--- src/rtl/smbsl_pkg.sv ---
// constants and types shared by the smbus slave front end
`default_nettype none
package smbsl_pkg;

    // ************************************************************
    // clock and timing
    // ************************************************************
    localparam int unsigned CLK_HZ = 20000000;
    localparam int unsigned ERASE_TIME_MS = 20;
    localparam int unsigned ERASE_CYCLES_DOC = ERASE_TIME_MS * (CLK_HZ / 1000);
    localparam int ERASE_CNT_W = 19;

    // ************************************************************
    // addressing
    // ************************************************************
    localparam logic [4:0] SLAVE_ADDR_FIXED = 5'h09;
    localparam logic [7:0] RAM_TOP = 8'hdf;
    localparam logic [7:0] EE_HI_FIRST = 8'hf8;
    localparam logic [7:0] EE_HI_LAST = 8'hfb;
    localparam logic [15:0] EE_BASE = 16'hf800;
    localparam logic [15:0] EE_TOP = 16'hfbfe;
    localparam logic [15:0] RAM_TOP_ADDR = 16'h00df;
    localparam int PAGE_LSB = 5;
    localparam int PAGE_MSB = 9;
    localparam int PAGE_W = 5;

    // ************************************************************
    // commands and the update configuration register
    // ************************************************************
    localparam logic [7:0] CMD_BLOCK_WRITE = 8'hfc;
    localparam logic [7:0] CMD_PAGE_ERASE = 8'hfe;
    localparam logic [15:0] UPD_CFG_ADDR = 16'h0090;
    localparam int UPD_CFG_ERASE_EN_BIT = 2;
    localparam logic [7:0] UPD_CFG_RESET = 8'h00;

    // ************************************************************
    // write stream buffer
    // ************************************************************
    localparam int WR_FIFO_W = 24;
    localparam int WR_FIFO_DEPTH = 16;
    localparam logic [3:0] BITS_PER_BYTE = 4'h8;

    typedef enum logic [2:0] {
        ST_IDLE = 3'b000,
        ST_RX = 3'b001,
        ST_RX_ACK = 3'b010,
        ST_TX = 3'b011,
        ST_TX_ACK = 3'b100
    } smbsl_state_t;

endpackage
`default_nettype wire

--- src/rtl/smbsl_sync.sv ---
// two-flop synchroniser for pins from outside the clock domain
`timescale 1ns/10ps
`default_nettype none
module smbsl_sync
#(
    parameter int W = 1
)
(
    input wire logic sys_clk_in,
    input wire logic rst_b_in,
    input wire logic [W-1:0] d_in,
    output logic [W-1:0] q_out
);
    typedef struct packed {
        logic [W-1:0] s1;
        logic [W-1:0] s2;
    } smbsl_sync_t;

    smbsl_sync_t q;
    smbsl_sync_t d;

    // released bus lines idle high, so reset to ones
    always_comb
    begin
        d = q;
        d.s1 = d_in;
        d.s2 = q.s1;
    end

    always_ff @(posedge sys_clk_in or negedge rst_b_in)
    begin
        if (!rst_b_in)
            q <= '1;
        else
            q <= d;
    end

    assign q_out = q.s2;
endmodule
`default_nettype wire

--- src/rtl/smbsl_fifo.sv ---
// valid/ready fifo buffering received write bytes
`timescale 1ns/10ps
`default_nettype none
module smbsl_fifo
#(
    parameter int W = 8,
    parameter int DEPTH = 16
)
(
    input wire logic sys_clk_in,
    input wire logic rst_b_in,
    input wire logic in_valid_in,
    output logic in_ready_out,
    input wire logic [W-1:0] in_data_in,
    output logic out_valid_out,
    input wire logic out_ready_in,
    output logic [W-1:0] out_data_out
);
    localparam int AW = $clog2(DEPTH);

    typedef struct packed {
        logic [AW-1:0] wp;
        logic [AW-1:0] rp;
        logic [AW:0] count;
    } smbsl_fifo_t;

    smbsl_fifo_t q;
    smbsl_fifo_t d;
    logic [W-1:0] mem [DEPTH];
    logic push;
    logic pop;

    assign in_ready_out = (q.count != (AW+1)'(DEPTH));
    assign out_valid_out = (q.count != '0);
    assign push = in_valid_in && in_ready_out;
    assign pop = out_valid_out && out_ready_in;
    assign out_data_out = mem[q.rp];

    always_comb
    begin
        d = q;
        if (push)
            d.wp = q.wp + 1'b1;
        if (pop)
            d.rp = q.rp + 1'b1;
        if (push && !pop)
            d.count = q.count + 1'b1;
        else if (pop && !push)
            d.count = q.count - 1'b1;
    end

    always_ff @(posedge sys_clk_in or negedge rst_b_in)
    begin
        if (!rst_b_in)
            q <= '0;
        else
            q <= d;
    end

    // storage needs no reset; count guards every read
    always_ff @(posedge sys_clk_in)
    begin
        if (push)
            mem[q.wp] <= in_data_in;
    end
endmodule
`default_nettype wire

--- src/rtl/smbsl_slave.sv ---
// smbus slave front end: framing, addressing, pointer and page erase
`timescale 1ns/10ps
`default_nettype none
module smbsl_slave
    import smbsl_pkg::*;
#(
    parameter int unsigned ERASE_CYCLES = ERASE_CYCLES_DOC
)
(
    input wire logic sys_clk_in,
    input wire logic rst_b_in,
    input wire logic scl_in,
    input wire logic sda_in,
    output logic sda_out,
    output logic sda_oe_b_out,
    input wire logic address_select_hi_in,
    input wire logic address_select_lo_in,
    output logic [15:0] ptr_out,
    input wire logic [7:0] rd_data_in,
    output logic wr_valid_out,
    input wire logic wr_ready_in,
    output logic [15:0] wr_addr_out,
    output logic [7:0] wr_data_out,
    output logic [7:0] update_config_control_out,
    output logic erase_start_out,
    output logic erase_busy_out,
    output logic [PAGE_W-1:0] erase_page_out
);
    typedef struct packed {
        smbsl_state_t st;
        logic [3:0] bitcnt;
        logic [1:0] byte_idx;
        logic [7:0] shift;
        logic rw;
        logic nack;
        logic [7:0] cmd;
        logic [15:0] ptr;
        logic [7:0] cfg;
        logic oe_b;
        logic busy;
        logic [ERASE_CNT_W-1:0] cnt;
        logic [PAGE_W-1:0] page;
        logic start_p;
        logic scl_p;
        logic sda_p;
    } smbsl_slave_t;

    smbsl_slave_t q;
    smbsl_slave_t d;
    logic [3:0] pins_s;
    logic scl_s;
    logic sda_s;
    logic [6:0] own_addr;
    logic start_det;
    logic stop_det;
    logic scl_rise;
    logic scl_fall;
    logic decide;
    logic ack;
    logic push;
    logic fifo_ready;
    logic mapped;
    logic ee_cmd;
    logic [7:0] rd_byte;

    // ************************************************************
    // pin synchronisers and buffering
    // ************************************************************
    smbsl_sync #(.W(4)) u_sync (
        .sys_clk_in(sys_clk_in), .rst_b_in(rst_b_in),
        .d_in({scl_in, sda_in, address_select_hi_in, address_select_lo_in}),
        .q_out(pins_s)
    );

    smbsl_fifo #(.W(WR_FIFO_W), .DEPTH(WR_FIFO_DEPTH)) u_fifo (
        .sys_clk_in(sys_clk_in), .rst_b_in(rst_b_in),
        .in_valid_in(push),
        .in_ready_out(fifo_ready),
        .in_data_in({q.ptr, q.shift}),
        .out_valid_out(wr_valid_out),
        .out_ready_in(wr_ready_in),
        .out_data_out({wr_addr_out, wr_data_out})
    );

    // ************************************************************
    // bus conditions
    // ************************************************************
    assign scl_s = pins_s[3];
    assign sda_s = pins_s[2];
    assign own_addr = {SLAVE_ADDR_FIXED, pins_s[1:0]};
    assign start_det = scl_s && q.scl_p && q.sda_p && !sda_s;
    assign stop_det = scl_s && q.scl_p && !q.sda_p && sda_s;
    assign scl_rise = scl_s && !q.scl_p;
    assign scl_fall = !scl_s && q.scl_p;
    assign decide = (q.st == ST_RX) && scl_fall && (q.bitcnt == BITS_PER_BYTE);
    assign ee_cmd = (q.cmd >= EE_HI_FIRST) && (q.cmd <= EE_HI_LAST);
    assign mapped = (q.ptr <= RAM_TOP_ADDR)
        || ((q.ptr >= EE_BASE) && (q.ptr <= EE_TOP));
    assign rd_byte = (q.ptr == UPD_CFG_ADDR) ? q.cfg : rd_data_in;

    // ************************************************************
    // protocol engine
    // ************************************************************
    always_comb
    begin
        d = q;
        ack = 1'b0;
        push = 1'b0;
        d.scl_p = scl_s;
        d.sda_p = sda_s;
        d.start_p = 1'b0;
        if (q.busy)
        begin
            if (q.cnt == ERASE_CNT_W'(ERASE_CYCLES - 1))
                d.busy = 1'b0;
            else
                d.cnt = q.cnt + 1'b1;
        end
        if (start_det)
        begin
            d.st = ST_RX;
            d.bitcnt = '0;
            d.byte_idx = '0;
            d.oe_b = 1'b1;
        end
        else if (stop_det)
        begin
            d.st = ST_IDLE;
            d.oe_b = 1'b1;
        end
        else
        begin
            unique case (q.st)
                ST_IDLE:
                    d.oe_b = 1'b1;
                ST_RX:
                begin
                    if (scl_rise && q.bitcnt != BITS_PER_BYTE)
                    begin
                        d.shift = {q.shift[6:0], sda_s};
                        d.bitcnt = q.bitcnt + 1'b1;
                    end
                    else if (decide)
                    begin
                        if (q.byte_idx == 2'd0)
                        begin
                            // a running erase refuses every access
                            ack = (q.shift[7:1] == own_addr) && !q.busy;
                            d.rw = q.shift[0];
                        end
                        else if (q.byte_idx == 2'd1)
                        begin
                            ack = 1'b1;
                            d.cmd = q.shift;
                            if (q.shift <= RAM_TOP)
                                d.ptr = {8'h00, q.shift};
                            else if (q.shift >= EE_HI_FIRST
                                && q.shift <= EE_HI_LAST)
                                d.ptr[15:8] = q.shift;
                            else if (q.shift == CMD_PAGE_ERASE
                                && q.cfg[UPD_CFG_ERASE_EN_BIT])
                            begin
                                d.busy = 1'b1;
                                d.cnt = '0;
                                d.start_p = 1'b1;
                                d.page = q.ptr[PAGE_MSB:PAGE_LSB];
                            end
                        end
                        else if (ee_cmd && q.byte_idx == 2'd2)
                        begin
                            ack = 1'b1;
                            d.ptr[7:0] = q.shift;
                        end
                        else if (q.cmd == CMD_BLOCK_WRITE && q.byte_idx == 2'd2)
                            ack = 1'b1;
                        else if (q.cmd <= RAM_TOP || ee_cmd
                            || q.cmd == CMD_BLOCK_WRITE)
                        begin
                            // a full buffer refuses the byte instead of losing it
                            ack = fifo_ready;
                            push = fifo_ready && mapped;
                            if (fifo_ready)
                                d.ptr = q.ptr + 16'h0001;
                            if (fifo_ready && q.ptr == UPD_CFG_ADDR)
                                d.cfg = q.shift;
                        end
                        else
                            ack = 1'b1;
                        if (q.byte_idx != 2'd3)
                            d.byte_idx = q.byte_idx + 1'b1;
                        d.oe_b = !ack;
                        d.st = ack ? ST_RX_ACK : ST_IDLE;
                    end
                end
                ST_RX_ACK:
                begin
                    if (scl_fall)
                    begin
                        d.bitcnt = '0;
                        d.oe_b = 1'b1;
                        d.st = ST_RX;
                        if (q.rw)
                        begin
                            d.shift = rd_byte;
                            d.oe_b = rd_byte[7];
                            d.bitcnt = 4'h1;
                            d.st = ST_TX;
                        end
                    end
                end
                ST_TX:
                begin
                    if (scl_fall)
                    begin
                        if (q.bitcnt == BITS_PER_BYTE)
                        begin
                            d.oe_b = 1'b1;
                            d.st = ST_TX_ACK;
                        end
                        else
                        begin
                            d.oe_b = q.shift[6];
                            d.shift = {q.shift[6:0], 1'b0};
                            d.bitcnt = q.bitcnt + 1'b1;
                        end
                    end
                end
                ST_TX_ACK:
                begin
                    if (scl_rise)
                    begin
                        d.nack = sda_s;
                        if (!sda_s)
                            d.ptr = q.ptr + 16'h0001;
                    end
                    else if (scl_fall)
                    begin
                        if (q.nack)
                            d.st = ST_IDLE;
                        else
                        begin
                            d.shift = rd_byte;
                            d.oe_b = rd_byte[7];
                            d.bitcnt = 4'h1;
                            d.st = ST_TX;
                        end
                    end
                end
                default:
                begin
                    d.st = ST_IDLE;
                    d.oe_b = 1'b1;
                end
            endcase
        end
    end

    always_ff @(posedge sys_clk_in or negedge rst_b_in)
    begin
        if (!rst_b_in)
        begin
            q <= '0;
            q.cfg <= UPD_CFG_RESET;
            q.oe_b <= 1'b1;
            q.scl_p <= 1'b1;
            q.sda_p <= 1'b1;
        end
        else
            q <= d;
    end

    // open drain: the pad only ever pulls low
    assign sda_out = 1'b0;
    assign sda_oe_b_out = q.oe_b;
    assign ptr_out = q.ptr;
    assign update_config_control_out = q.cfg;
    assign erase_start_out = q.start_p;
    assign erase_busy_out = q.busy;
    assign erase_page_out = q.page;
endmodule
`default_nettype wire

--- config.mk ---
export PLATFORM = sky130hd
export DESIGN_NAME = smbsl_slave
export DESIGN_NICKNAME = d
export VERILOG_FILES = /design/src/rtl/smbsl_pkg.sv /design/src/rtl/smbsl_sync.sv /design/src/rtl/smbsl_fifo.sv /design/src/rtl/smbsl_slave.sv
export SDC_FILE = /design/constraint.sdc
export NUM_CORES = 1
export LEC_CHECK = 0
export BUFFER_PORTS_ARGS = -buffer_cell sky130_fd_sc_hd__clkbuf_2
export CELL_PAD_IN_SITES_DETAIL_PLACEMENT = 0
export CELL_PAD_IN_SITES_GLOBAL_PLACEMENT = 1
export CORE_UTILIZATION = 39
export DETAILED_ROUTE_END_ITERATION = 6
export PLACE_DENSITY = 0.75
export SLEW_MARGIN = 30
export SYNTH_ARGS = -nofsm -noshare
export SYNTH_HDL_FRONTEND = slang
export SYNTH_SLANG_ARGS = --single-unit
--- constraint.sdc ---
create_clock -name sys_clk_in -period 4.7 [get_ports sys_clk_in]
set_input_delay 0.47 -clock sys_clk_in [delete_from_list [all_inputs] [get_ports sys_clk_in]]
set_output_delay 0.47 -clock sys_clk_in [all_outputs]
set_load 0.02 [all_outputs]
==> run summary, run 1 <==
status -> completed
Overflow after GRT -> 0
Resize count post-CTS -> 0
number of setup buffers added after CTS -> 0
Reg clk slew, reported paths -> 60 ps
core area -> 51500 um2
Starting Density -> 39.7%
# port buffers -> 71
wire length of the first global-routing pass -> 68.6 mm
clock sinks -> 485
Max-Cap Viols -> 0
antenna cells -> 0
GRT Total Usage -> 17.2%
Startpoint Class -> flop
CTS root buf -> clkbuf_16
DR pass1 iterations -> 7
worst r2r dst -> u_fifo.q[4]
Synth cell types -> 72
Post-CTS Hold Fix Bufs -> 5
initial antenna violation count -> 0
total negative slack -> 0 ps
remaining antenna violation count -> 0
vias post-DR -> 10806
placer's final routability congestion estimate -> 0.843
Via density -> 5.56
Setup Skew -> 13.8 ps
most frequent cells after synthesis -> edfxtp_1, mux4_2, dfrtp_1, nand2_1, inv_1
Netlist Area Pre-Place -> 20400 um2
area grow syn2layout -> 13.4%
Reg2Reg Depth -> 14
maximum root-to-sink buffer count -> 3
Post-synth EDFFs -> 384
design area -> 23200 um2
TritonCTS Buffers -> 49
setup ws final -> 677 ps
top cell type's share of synthesized area -> 56.4%
WP data required -> 5200 ps
Final nets -> 1263
Tot Pwr -> 11.5 mW
Yosys top cell by area -> edfxtp_1
top area cells in the synthesized netlist -> edfxtp_1, mux4_2, dfrtp_1
Starting DRT DRC Count -> 953
final hold violations -> 0
Site Rows -> 83
layout cells sized above 1 -> 28.2%
Final setup viols -> 0
final slew viol count -> 0
critical path arrival -> 4520 ps
drt drc -> 0
sequential area share after synthesis -> 68.8%
Max Freq -> 0.249 GHz
top-count cell post-synth -> edfxtp_1
pre-CTS setup slack -> 721 ps
P per Cell Area -> 496 nW/um2
Net Count, Synth -> 1187
wire per inst -> 23.1 um
r2r startpoint -> q[72]
Layout fillers -> 4521
Cells after DPL -> 1852
endpoint type of the worst setup path -> flop
H-tree levels -> 2
Min Hold Slack -> 304 ps
ys async rst share -> 20.8%
reg-to-reg setup timing slack -> 680 ps
Slew headroom -> 32.8%
register area -> 14100 um2
area post-placement -> 21500 um2
CTS tree -> yes
crit path time final -> 4020 ps
syn_area_per_cell -> 17.7 um2
beginning of the critical path -> q[72]
yosys warns -> 0
synthesized flop and latch total -> 485
HPWL after detailed placement -> 26.1 mm
critical path type -> flop to flop
largest net degree at the start of global routing -> 61
end-of-flow core utilization -> 45.0%
Min-Delay Path Class -> input pin to flop
Setup crit end -> u_fifo.q[4]
Final Cycle Share -> 85.6%
Post-Synthesis Cells -> 1152
vias in the first global route -> 11067
Leakage Power -> 8.53 nW
Crit Path Max Fanout -> 6
predominant post-synthesis flop cell -> edfxtp_1
total routed wirelength -> 44.9 mm
post-route insts no fill -> 1944
Die X -> 231 um
worst skew pair latency -> 590 ps
Least-Margin Pin Slew -> 1000 ps
setup repair after global routing missed its margin -> false
Multi-input gate area -> 5810 um2
Peak VDD IR -> 0.307 mV
io pins -> 73
die height -> 231 um
die area -> 53300 um2
## where the power goes
group / leakage (nW) / internal, mW / switching (mW) / total [mW]
registers: 5.30 / 4.88 / 0.467 / 5.35
clock network: 0.775 / 2.27 / 1.63 / 3.90
logic: 2.46 / 1.09 / 1.16 / 2.25
## how the worst min path moves through the flow
stage / startpoint / to / slack (ps) / depth (start not counted)
floorplan: rst_b_in / erase_busy_out / 170 / 0
global placement: u_sync.d[1] / u_sync.q_out[1] / 350 / 0
detailed placement: u_sync.d[3] / u_sync.q_out[3] / 350 / 0
finish: wr_ready_in / u_fifo.q[6] / 300 / 4
global route: rd_data_in[4] / q[67] / 320 / 4
CTS: wr_ready_in / u_fifo.q[6] / 290 / 4
## registers in the layout (all words and copies together), names as in the netlist
| name | cells |
|---|---|
| u_fifo.mem | 384 |
| q | 48 |
| ptr_out | 16 |
| u_fifo.q | 13 |
| update_config_control_out | 8 |
| erase_page_out | 5 |
| u_sync.d | 4 |
| u_sync.q_out | 4 |
| erase_busy_out | 1 |
| erase_start_out | 1 |
| sda_oe_b_out | 1 |
## logic make-up (layout without fill, tap and decap cells)
group	Yosys count	in the layout	synth area share, %
DFF	485	485	68.8
and+or+nand+nor	204	204	5.92
muxes	163	163	15.5
AOI/OAI and AO/OA	132	132	4.39
buffers and inverters	120	232	2.90
xor gates and xnor gates	27	27	1.16
adders and majority gates	20	20	1.26
other	1	1	0.0183
## critical path, stage by stage, from the launching register on
cell and delay [ps]:
dfrtp_1 390, inv_1 80, ha_1 250, or4b_1 620, or3_1 420, a31oi_1 340, and3_1 260, ha_1 230
inv_1 120, ha_1 300, nor2b_1 130, o21a_1 170, or3_1 300, a21oi_1 170, xor2_1 160
## final cells by class
cell class / instances / share of cell area (%)
tap: 680 / 3.67
clock inverter: 28 / 1.40
clock buffer: 59 / 5.49
multi-input combinational: 547 / 25.1
sequential: 485 / 60.7
timing repair buffer: 109 / 3.04
inverter: 36 / 0.583
## cell usage in the layout (no fill, tap or decap), types with 7 or more instances in the layout
cell	instances
edfxtp_1	384
mux4_2	120
dfrtp_1	87
clkbuf_2	70
clkbuf_16	49
nand2_1	39
inv_1	36
mux2_2	32
nor2_1	31
buf_4	30
nand3_1	25
o21ai_0	24
ha_1	19
a21oi_1	17
a211oi_1	14
xor2_1	14
o22ai_1	14
xnor2_1	13
nand4_1	12
mux2i_1	11
dfstp_2	11
and4b_1	9
clkbuf_1	9
and3_1	8
or3_1	8
clkinv_1	8
and4_1	7
nor3_1	7
o21a_1	7
clkinv_2	7
## per-layer routing
metal  global-route usage [%]  wire length [um]  up-vias
li1                         -                 -     4772
met1                     23.9             19800     5671
met2                     27.5             21500      306
met3                     3.78              2750       57
met4                     3.97               805        0
met5                        0                 0        -
No activity file was read; power rests on OpenSTA's default activity.
==> inputs of run 2 (changes only) <==
--- a/config.mk
+++ b/config.mk
@@ -5,12 +5,13 @@
 export SDC_FILE = /design/constraint.sdc
 export NUM_CORES = 1
 export LEC_CHECK = 0
+export ABC_AREA = 1
 export BUFFER_PORTS_ARGS = -buffer_cell sky130_fd_sc_hd__clkbuf_2
 export CELL_PAD_IN_SITES_DETAIL_PLACEMENT = 0
 export CELL_PAD_IN_SITES_GLOBAL_PLACEMENT = 1
 export CORE_UTILIZATION = 39
 export DETAILED_ROUTE_END_ITERATION = 6
-export PLACE_DENSITY = 0.75
+export PLACE_DENSITY = 0.78
 export SLEW_MARGIN = 30
 export SYNTH_ARGS = -nofsm -noshare
 export SYNTH_HDL_FRONTEND = slang
==> run summary, run 2 <==
status -> completed
top cell type's share of synthesized area -> 54.2% (-2.3 points)
Reg2Reg Depth -> 14 (unchanged)
antenna cells -> 0 (unchanged)
Leakage Power -> 9.22 nW (+8.1%)
GRT Total Usage -> 19.6% (+2.5 points)
Net Sw Power -> 4.79 mW (+47%)
Critical Path Max Stage Delay -> 890 ps (+270 ps)
Reg clk slew, reported paths -> 50 ps (about the same)
Die X -> 236 um (+2.0%)
Site Rows -> 85 (+2.4%)
critical path type -> flop to output port
initial antenna violation count -> 0 (unchanged)
Crit path buffers/inverters -> 3 (+1)
Crit-path slowest cell -> dfrtp_4
drt drc -> 0 (unchanged)
cell family with most CP delay -> buffers and inverters
top-count cell post-synth -> edfxtp_1
remaining antenna violation count -> 0 (unchanged)
ys async rst share -> 20.8% (unchanged)
commonest non-fill, non-tap cells in the layout -> edfxtp_1, nand2_1, nor2_1
worst skew pair latency -> 600 ps (about the same)
CTS tree -> yes
yosys warns -> 0 (unchanged)
Max Freq -> 0.264 GHz (+6.1%)
Post-synth EDFFs -> 384 (unchanged)
WL met1 -> 23.5 mm (+19%)
DR pass1 iterations -> 5 (-2)
Net Count, Synth -> 1863 (+57%)
core area -> 53900 um2 (+4.7%)
Peak VDD IR -> 0.424 mV (+38%)
sequential power share -> 41.7% (-4.8 points)
total negative slack -> 0 ps (unchanged)
Max-Cap Viols -> 0 (unchanged)
Final nets -> 1925 (+52%)
vias post-DR -> 14294 (+32%)
wire length of the first global-routing pass -> 83.3 mm (+21%)
Overflow after GRT -> 0 (unchanged)
Clk pwr share -> 29.4% (-4.5 points)
most frequent cells after synthesis -> edfxtp_1, nand2_1, nor2_1, o21ai_0, nand3_1
predominant post-synthesis flop cell -> edfxtp_1
top routing layer in use -> met4
synthesized flop and latch total -> 485 (unchanged)
WP data required -> 4230 ps (-970 ps)
# port buffers -> 71 (unchanged)
Largest register FFs -> 384 (unchanged)
hold depth -> 3 (-1)
Via density -> 5.44 (-2.1%)
critical path arrival -> 3320 ps (-1200 ps)
Critical Path Stages -> 7 (-7)
endpoint type of the worst setup path -> output port
met3 wire len -> 3.30 mm (+20%)
die area -> 55500 um2 (+4.1%)
Startpoint Class -> flop
final slew viol count -> 0 (unchanged)
Crit Path Max Fanout -> 58 (+52)
final hold violations -> 0 (unchanged)
maximum root-to-sink buffer count -> 3 (unchanged)
area grow syn2layout -> 13.2%
Slew headroom -> 34.3% (+1.6 points)
Synth cell types -> 47 (-35%)
clock sinks -> 485 (unchanged)
Resize count post-CTS -> 0 (unchanged)
TritonCTS Buffers -> 50 (+2.0%)
total routed wirelength -> 54.9 mm (+22%)
io pins -> 73 (unchanged)
commonest non-fill, non-tap cell in the layout -> edfxtp_1
Min Hold Slack -> 174 ps (-130 ps)
Pint -> 8.59 mW (+4.2%)
Starting Density -> 39.5% (-0.20 points)
placer's final routability congestion estimate -> 0.872 (+3.5%)
Combinational Power Share -> 28.9% (+9.3 points)
largest net degree at the start of global routing -> 145 (+140%)
metal2 WL -> 26.3 mm (+22%)
Post-Synthesis Cells -> 1828 (+59%)
layout cells sized above 1 -> 12.5% (-16 points)
Least-Margin Pin Slew -> 985 ps (-16.6 ps)
die height -> 236 um (+2.0%)
setup repair after global routing missed its margin -> false
Setup Skew -> 20.0 ps (+6.20 ps)
CTS root buf -> clkbuf_16
H-tree levels -> 2 (unchanged)
syn_area_per_cell -> 11.6 um2 (-34%)
switching share of total power -> 35.8% (+7.5 points)
setup ws final -> 907 ps (+230 ps)
P per Cell Area -> 555 nW/um2 (+12%)
wire per inst -> 20.9 um (-9.4%)
HPWL after detailed placement -> 32.1 mm (+23%)
CP Cell Sequence -> clkinv_2, buf_12, nor2_1, o221ai_1, o211ai_1, nand2_1, clkbuf_2
top area cells in the synthesized netlist -> edfxtp_1, dfrtp_1, nand2_1
Netlist Area Pre-Place -> 21300 um2 (+4.2%)
Final setup viols -> 0 (unchanged)
sequential area share after synthesis -> 66.1% (-2.8 points)
crit path time final -> 3790 ps (-230 ps)
vias in the first global route -> 13970 (+26%)
largest register by flop count -> u_fifo.mem
pre-CTS setup slack -> 1180 ps (+456 ps)
end-of-flow core utilization -> 44.7% (-0.31 points)
Min-Delay Path Class -> input pin to flop
Yosys top cell by area -> edfxtp_1
Final Cycle Share -> 80.7% (-4.9 points)
Starting DRT DRC Count -> 1308 (+37%)
-- run 2: cells by family (layout without fill, tap and decap cells) --
group           Yosys count  after routing  share of synthesized area (%)
mux                      85             85                           4.00
simple gates            709            709                           14.2
fa+ha+maj                20             20                           1.21
other cells               1              1                         0.0176
flops                   485            485                           66.1
xor+xnor                 25             25                           1.03
buf+inv                 204            306                           4.32
compound gates          299            299                           9.10
-- run 2: per-layer routing --
layer,global-route usage (%),vias up
met5,0,-
met4,7.23,0
met2,32.4,446
met3,3.38,94
li1,-,6693
met1,26.0,7061
-- run 2: final timing paths --
path,from,to,slack (ps)
setup / recovery,u_fifo.q[5],wr_addr_out[15],910
hold / removal,wr_ready_in,u_fifo.q[5],170
setup reg to reg,ptr_out[13],u_fifo.q[3],1090
hold reg to reg,u_sync.d[0],u_sync.q_out[0],350
max in group asynchronous,rst_b_in,u_fifo.q[5],3260
min in group asynchronous,rst_b_in,update_config_control_out[3],460
-- run 2: tightest hold or removal path, cell delays in order --
cell and delay, ps:
clkbuf_2 110, a21oi_1 70, nor2_1 80
-- run 2: power by group through the flow --
| stage | Sequential (mW) | Combinational, mW | Clock [mW] |
|---|---|---|---|
| 2_1_floorplan | 5.39 | 2.75 | 0 |
| 3_3_place_gp | 5.62 | 3.83 | 0 |
| 3_5_place_dp | 5.65 | 3.88 | 0 |
| 4_1_cts | 5.57 | 3.91 | 4.00 |
| 5_1_grt | 5.62 | 4.24 | 4.19 |
| 6_report | 5.58 | 3.87 | 3.93 |
-- run 2: cell type report --
type | count | area (um2)
Sequential cell | 485 | 14100
Tap cell | 696 | 871
Multi-Input combinational cell | 1139 | 6370
Inverter | 93 | 352
Clock inverter | 27 | 297
Fill cell | 4930 | 29800
Clock buffer | 65 | 1330
Timing Repair Buffer | 121 | 800
-- run 2: timing repair --
| item | 4_1_cts | 5_1_grt |
|---|---|---|
| buffers inserted | 0 | 0 |
| hold buffers | 4 | 1 |
| endpoints found under the hold margin | 4 | 60 |
| setup endpoints to repair | 0 | 0 |
-- run 2: through the flow --
| stage | instance area (um2) | std cells | total power, mW |
|---|---|---|---|
| detailed placement | 22400 | 2529 | 9.54 |
| global route | 24100 | 2626 | 14.0 |
| finish | 24100 | 2626 | 13.4 |
| floorplan | 21300 | 1828 | 8.14 |
| CTS | 24100 | 2625 | 13.5 |
| global placement | 22400 | 2529 | 9.45 |
==> inputs of run 3 (changes only) <==
==> constraint.sdc (replaced) <==
create_clock -name sys_clk_in -period 3.3 [get_ports sys_clk_in]
set_input_delay 0.33 -clock sys_clk_in [delete_from_list [all_inputs] [get_ports sys_clk_in]]
set_output_delay 0.33 -clock sys_clk_in [all_outputs]
set_load 0.02 [all_outputs]
==> run summary, run 3 (synthesis results as in run 2) <==
largest register by flop count -> u_fifo.mem
Crit Path Max Fanout -> 136 (+130%)
Max Freq -> 0.329 GHz
H-tree levels -> 2 (unchanged)
crit path time final -> 3040 ps
Reg clk slew, reported paths -> 50 ps (about the same)
die area -> 55500 um2 (unchanged)
Leakage Power -> 9.42 nW (+2.2%)
r2r startpoint -> q[73]
CP Cell Sequence -> buf_12, o21ai_0, o221ai_1, nand3_1, nand2_1, clkbuf_2
# port buffers -> 71 (unchanged)
largest net degree at the start of global routing -> 137 (-5.5%)
number of setup buffers added after CTS -> 0 (unchanged)
WP data required -> 2970 ps (-1260 ps)
layout cells sized above 1 -> 14.3% (+1.8 points)
setup repair after global routing missed its margin -> false
Reg2Reg Depth -> 18 (+4)
TritonCTS Buffers -> 50 (unchanged)
Peak VDD IR -> 0.673 mV (+59%)
placer's final routability congestion estimate -> 0.870 (-0.18%)
remaining antenna violation count -> 0 (unchanged)
io pins -> 73 (unchanged)
register area -> 14100 um2 (unchanged)
worst r2r dst -> u_fifo.q[4]
drt drc -> 0 (unchanged)
clock sinks -> 485 (unchanged)
Final nets -> 1954 (+1.5%)
Cells after DPL -> 2558 (+1.1%)
HPWL after detailed placement -> 33.4 mm (+3.9%)
Min-Delay Path Class -> input pin to flop
Setup crit end -> wr_data_out[0]
Starting DRT DRC Count -> 1284 (-1.8%)
Via density -> 5.42 (-0.40%)
GRT Total Usage -> 19.6% (-0.066 points)
vias in the first global route -> 14227 (+1.8%)
critical path type -> flop to output port
final slew viol count -> 0 (unchanged)
vias post-DR -> 14394 (+0.70%)
cell family with most CP delay -> buffers and inverters
Layout fillers -> 4813 (-2.4%)
core area -> 53900 um2 (unchanged)
Max-Cap Viols -> 0 (unchanged)
total routed wirelength -> 54.4 mm (-0.95%)
maximum root-to-sink buffer count -> 3 (unchanged)
commonest non-fill, non-tap cells in the layout -> edfxtp_1, nand2_1, nor2_1
grt peak-use layer -> met2
design area -> 24500 um2 (+1.5%)
Starting Density -> 39.5% (unchanged)
wire per inst -> 20.5 um (-2.0%)
beginning of the critical path -> u_fifo.q[5]
GR Layer Usage met3 -> 2.98% (-0.40 points)
CTS tree -> yes
Largest register FFs -> 384 (unchanged)
Multi-input gate area -> 6380 um2 (about the same)
Site Rows -> 85 (unchanged)
CTS root buf -> clkbuf_16
die height -> 236 um (unchanged)
initial antenna violation count -> 2 (+2)
reg-to-reg setup timing slack -> 280 ps (-810 ps)
M2 GR Usage -> 33.1% (+0.78 points)
worst skew pair latency -> 610 ps (about the same)
endpoint type of the worst setup path -> output port
Critical Path Max Stage Delay -> 500 ps (-390 ps)
Slew headroom -> 44.5% (+10 points)
Final Cycle Share -> 92.1%
area post-placement -> 22700 um2 (+1.2%)
P per Cell Area -> 797 nW/um2 (+44%)
antenna cells -> 0 (unchanged)
post-route insts no fill -> 2655 (+1.1%)
end-of-flow core utilization -> 45.4% (+0.68 points)
Setup Skew -> 19.6 ps (-0.372 ps)
status -> completed
area grow syn2layout -> 14.9%
Min Hold Slack -> 72.6 ps (-102 ps)
commonest non-fill, non-tap cell in the layout -> edfxtp_1
Critical Path Stages -> 6 (-1)
Least-Margin Pin Slew -> 828 ps (-157 ps)
Startpoint Class -> flop
Crit path buffers/inverters -> 2 (-1)
critical path arrival -> 2710 ps (-610 ps)
wire length of the first global-routing pass -> 83.6 mm (+0.32%)
Crit-path slowest cell -> buf_12
Die X -> 236 um (unchanged)
Final setup viols -> 0 (unchanged)
Overflow after GRT -> 0 (unchanged)
DR pass1 iterations -> 6 (+1)
met1 usage -> 25.6% (-0.35 points)
final hold violations -> 0 (unchanged)
-- run 3: power by group --
part,switching [mW],leakage (nW),internal [mW]
logic,4.17,3.68,1.93
clock network,2.39,0.826,3.47
registers,0.363,4.91,7.19
total,6.92,9.42,12.6
-- run 3: worst min path at each step --
| stage | to | slack, ps | from | depth (start not counted) |
|---|---|---|---|---|
| 2_1_floorplan | erase_busy_out | 30 | rst_b_in | 0 |
| 3_3_place_gp | u_sync.q_out[0] | 350 | u_sync.d[0] | 0 |
| 3_5_place_dp | u_sync.q_out[2] | 350 | u_sync.d[2] | 0 |
| 4_1_cts | u_fifo.q[7] | 60 | wr_ready_in | 3 |
| 5_1_grt | u_fifo.q[7] | 90 | wr_ready_in | 3 |
| 6_report | u_fifo.q[7] | 70 | wr_ready_in | 3 |
-- run 3: metrics by stage --
stage                     setup slack [ps]  total power [mW]  TNS [ps]
after global routing                  68.6              20.5         0
after global placement                 274              13.6         0
after CTS                              208              19.6         0
after detailed placement               226              13.8         0
after floorplan                       -421              11.6   -112120
final                                  261              19.5         0
-- run 3: tightest hold or removal path, cell delays in order --
cell and delay [ps]:
clkbuf_2 120, nand3_1 110, xor2_1 70
-- run 3: area by class of cell --
| cell class | instances | area share [%] |
|---|---|---|
| Clock buffer | 58 | 5.32 |
| Clock inverter | 34 | 1.71 |
| Inverter | 93 | 1.44 |
| Multi-Input combinational cell | 1139 | 26.1 |
| Sequential cell | 485 | 57.5 |
| Tap cell | 696 | 3.56 |
| Timing Repair Buffer | 150 | 4.36 |
-- run 3: timing repair --
action | in CTS | in global routing
gates resized for setup | 0 | 1
setup endpoints to repair | 0 | 1
endpoints found under the hold margin | 80 | 0
hold buffers | 5 | 0
-- run 3: metal layers --
layer	up-vias	routed length, um	share of wire, %
met3	92	3260	6.0
met4	0	1440	2.6
li1	6749	-	-
met1	7107	22700	42
met2	446	26900	50
met5	-	0	0
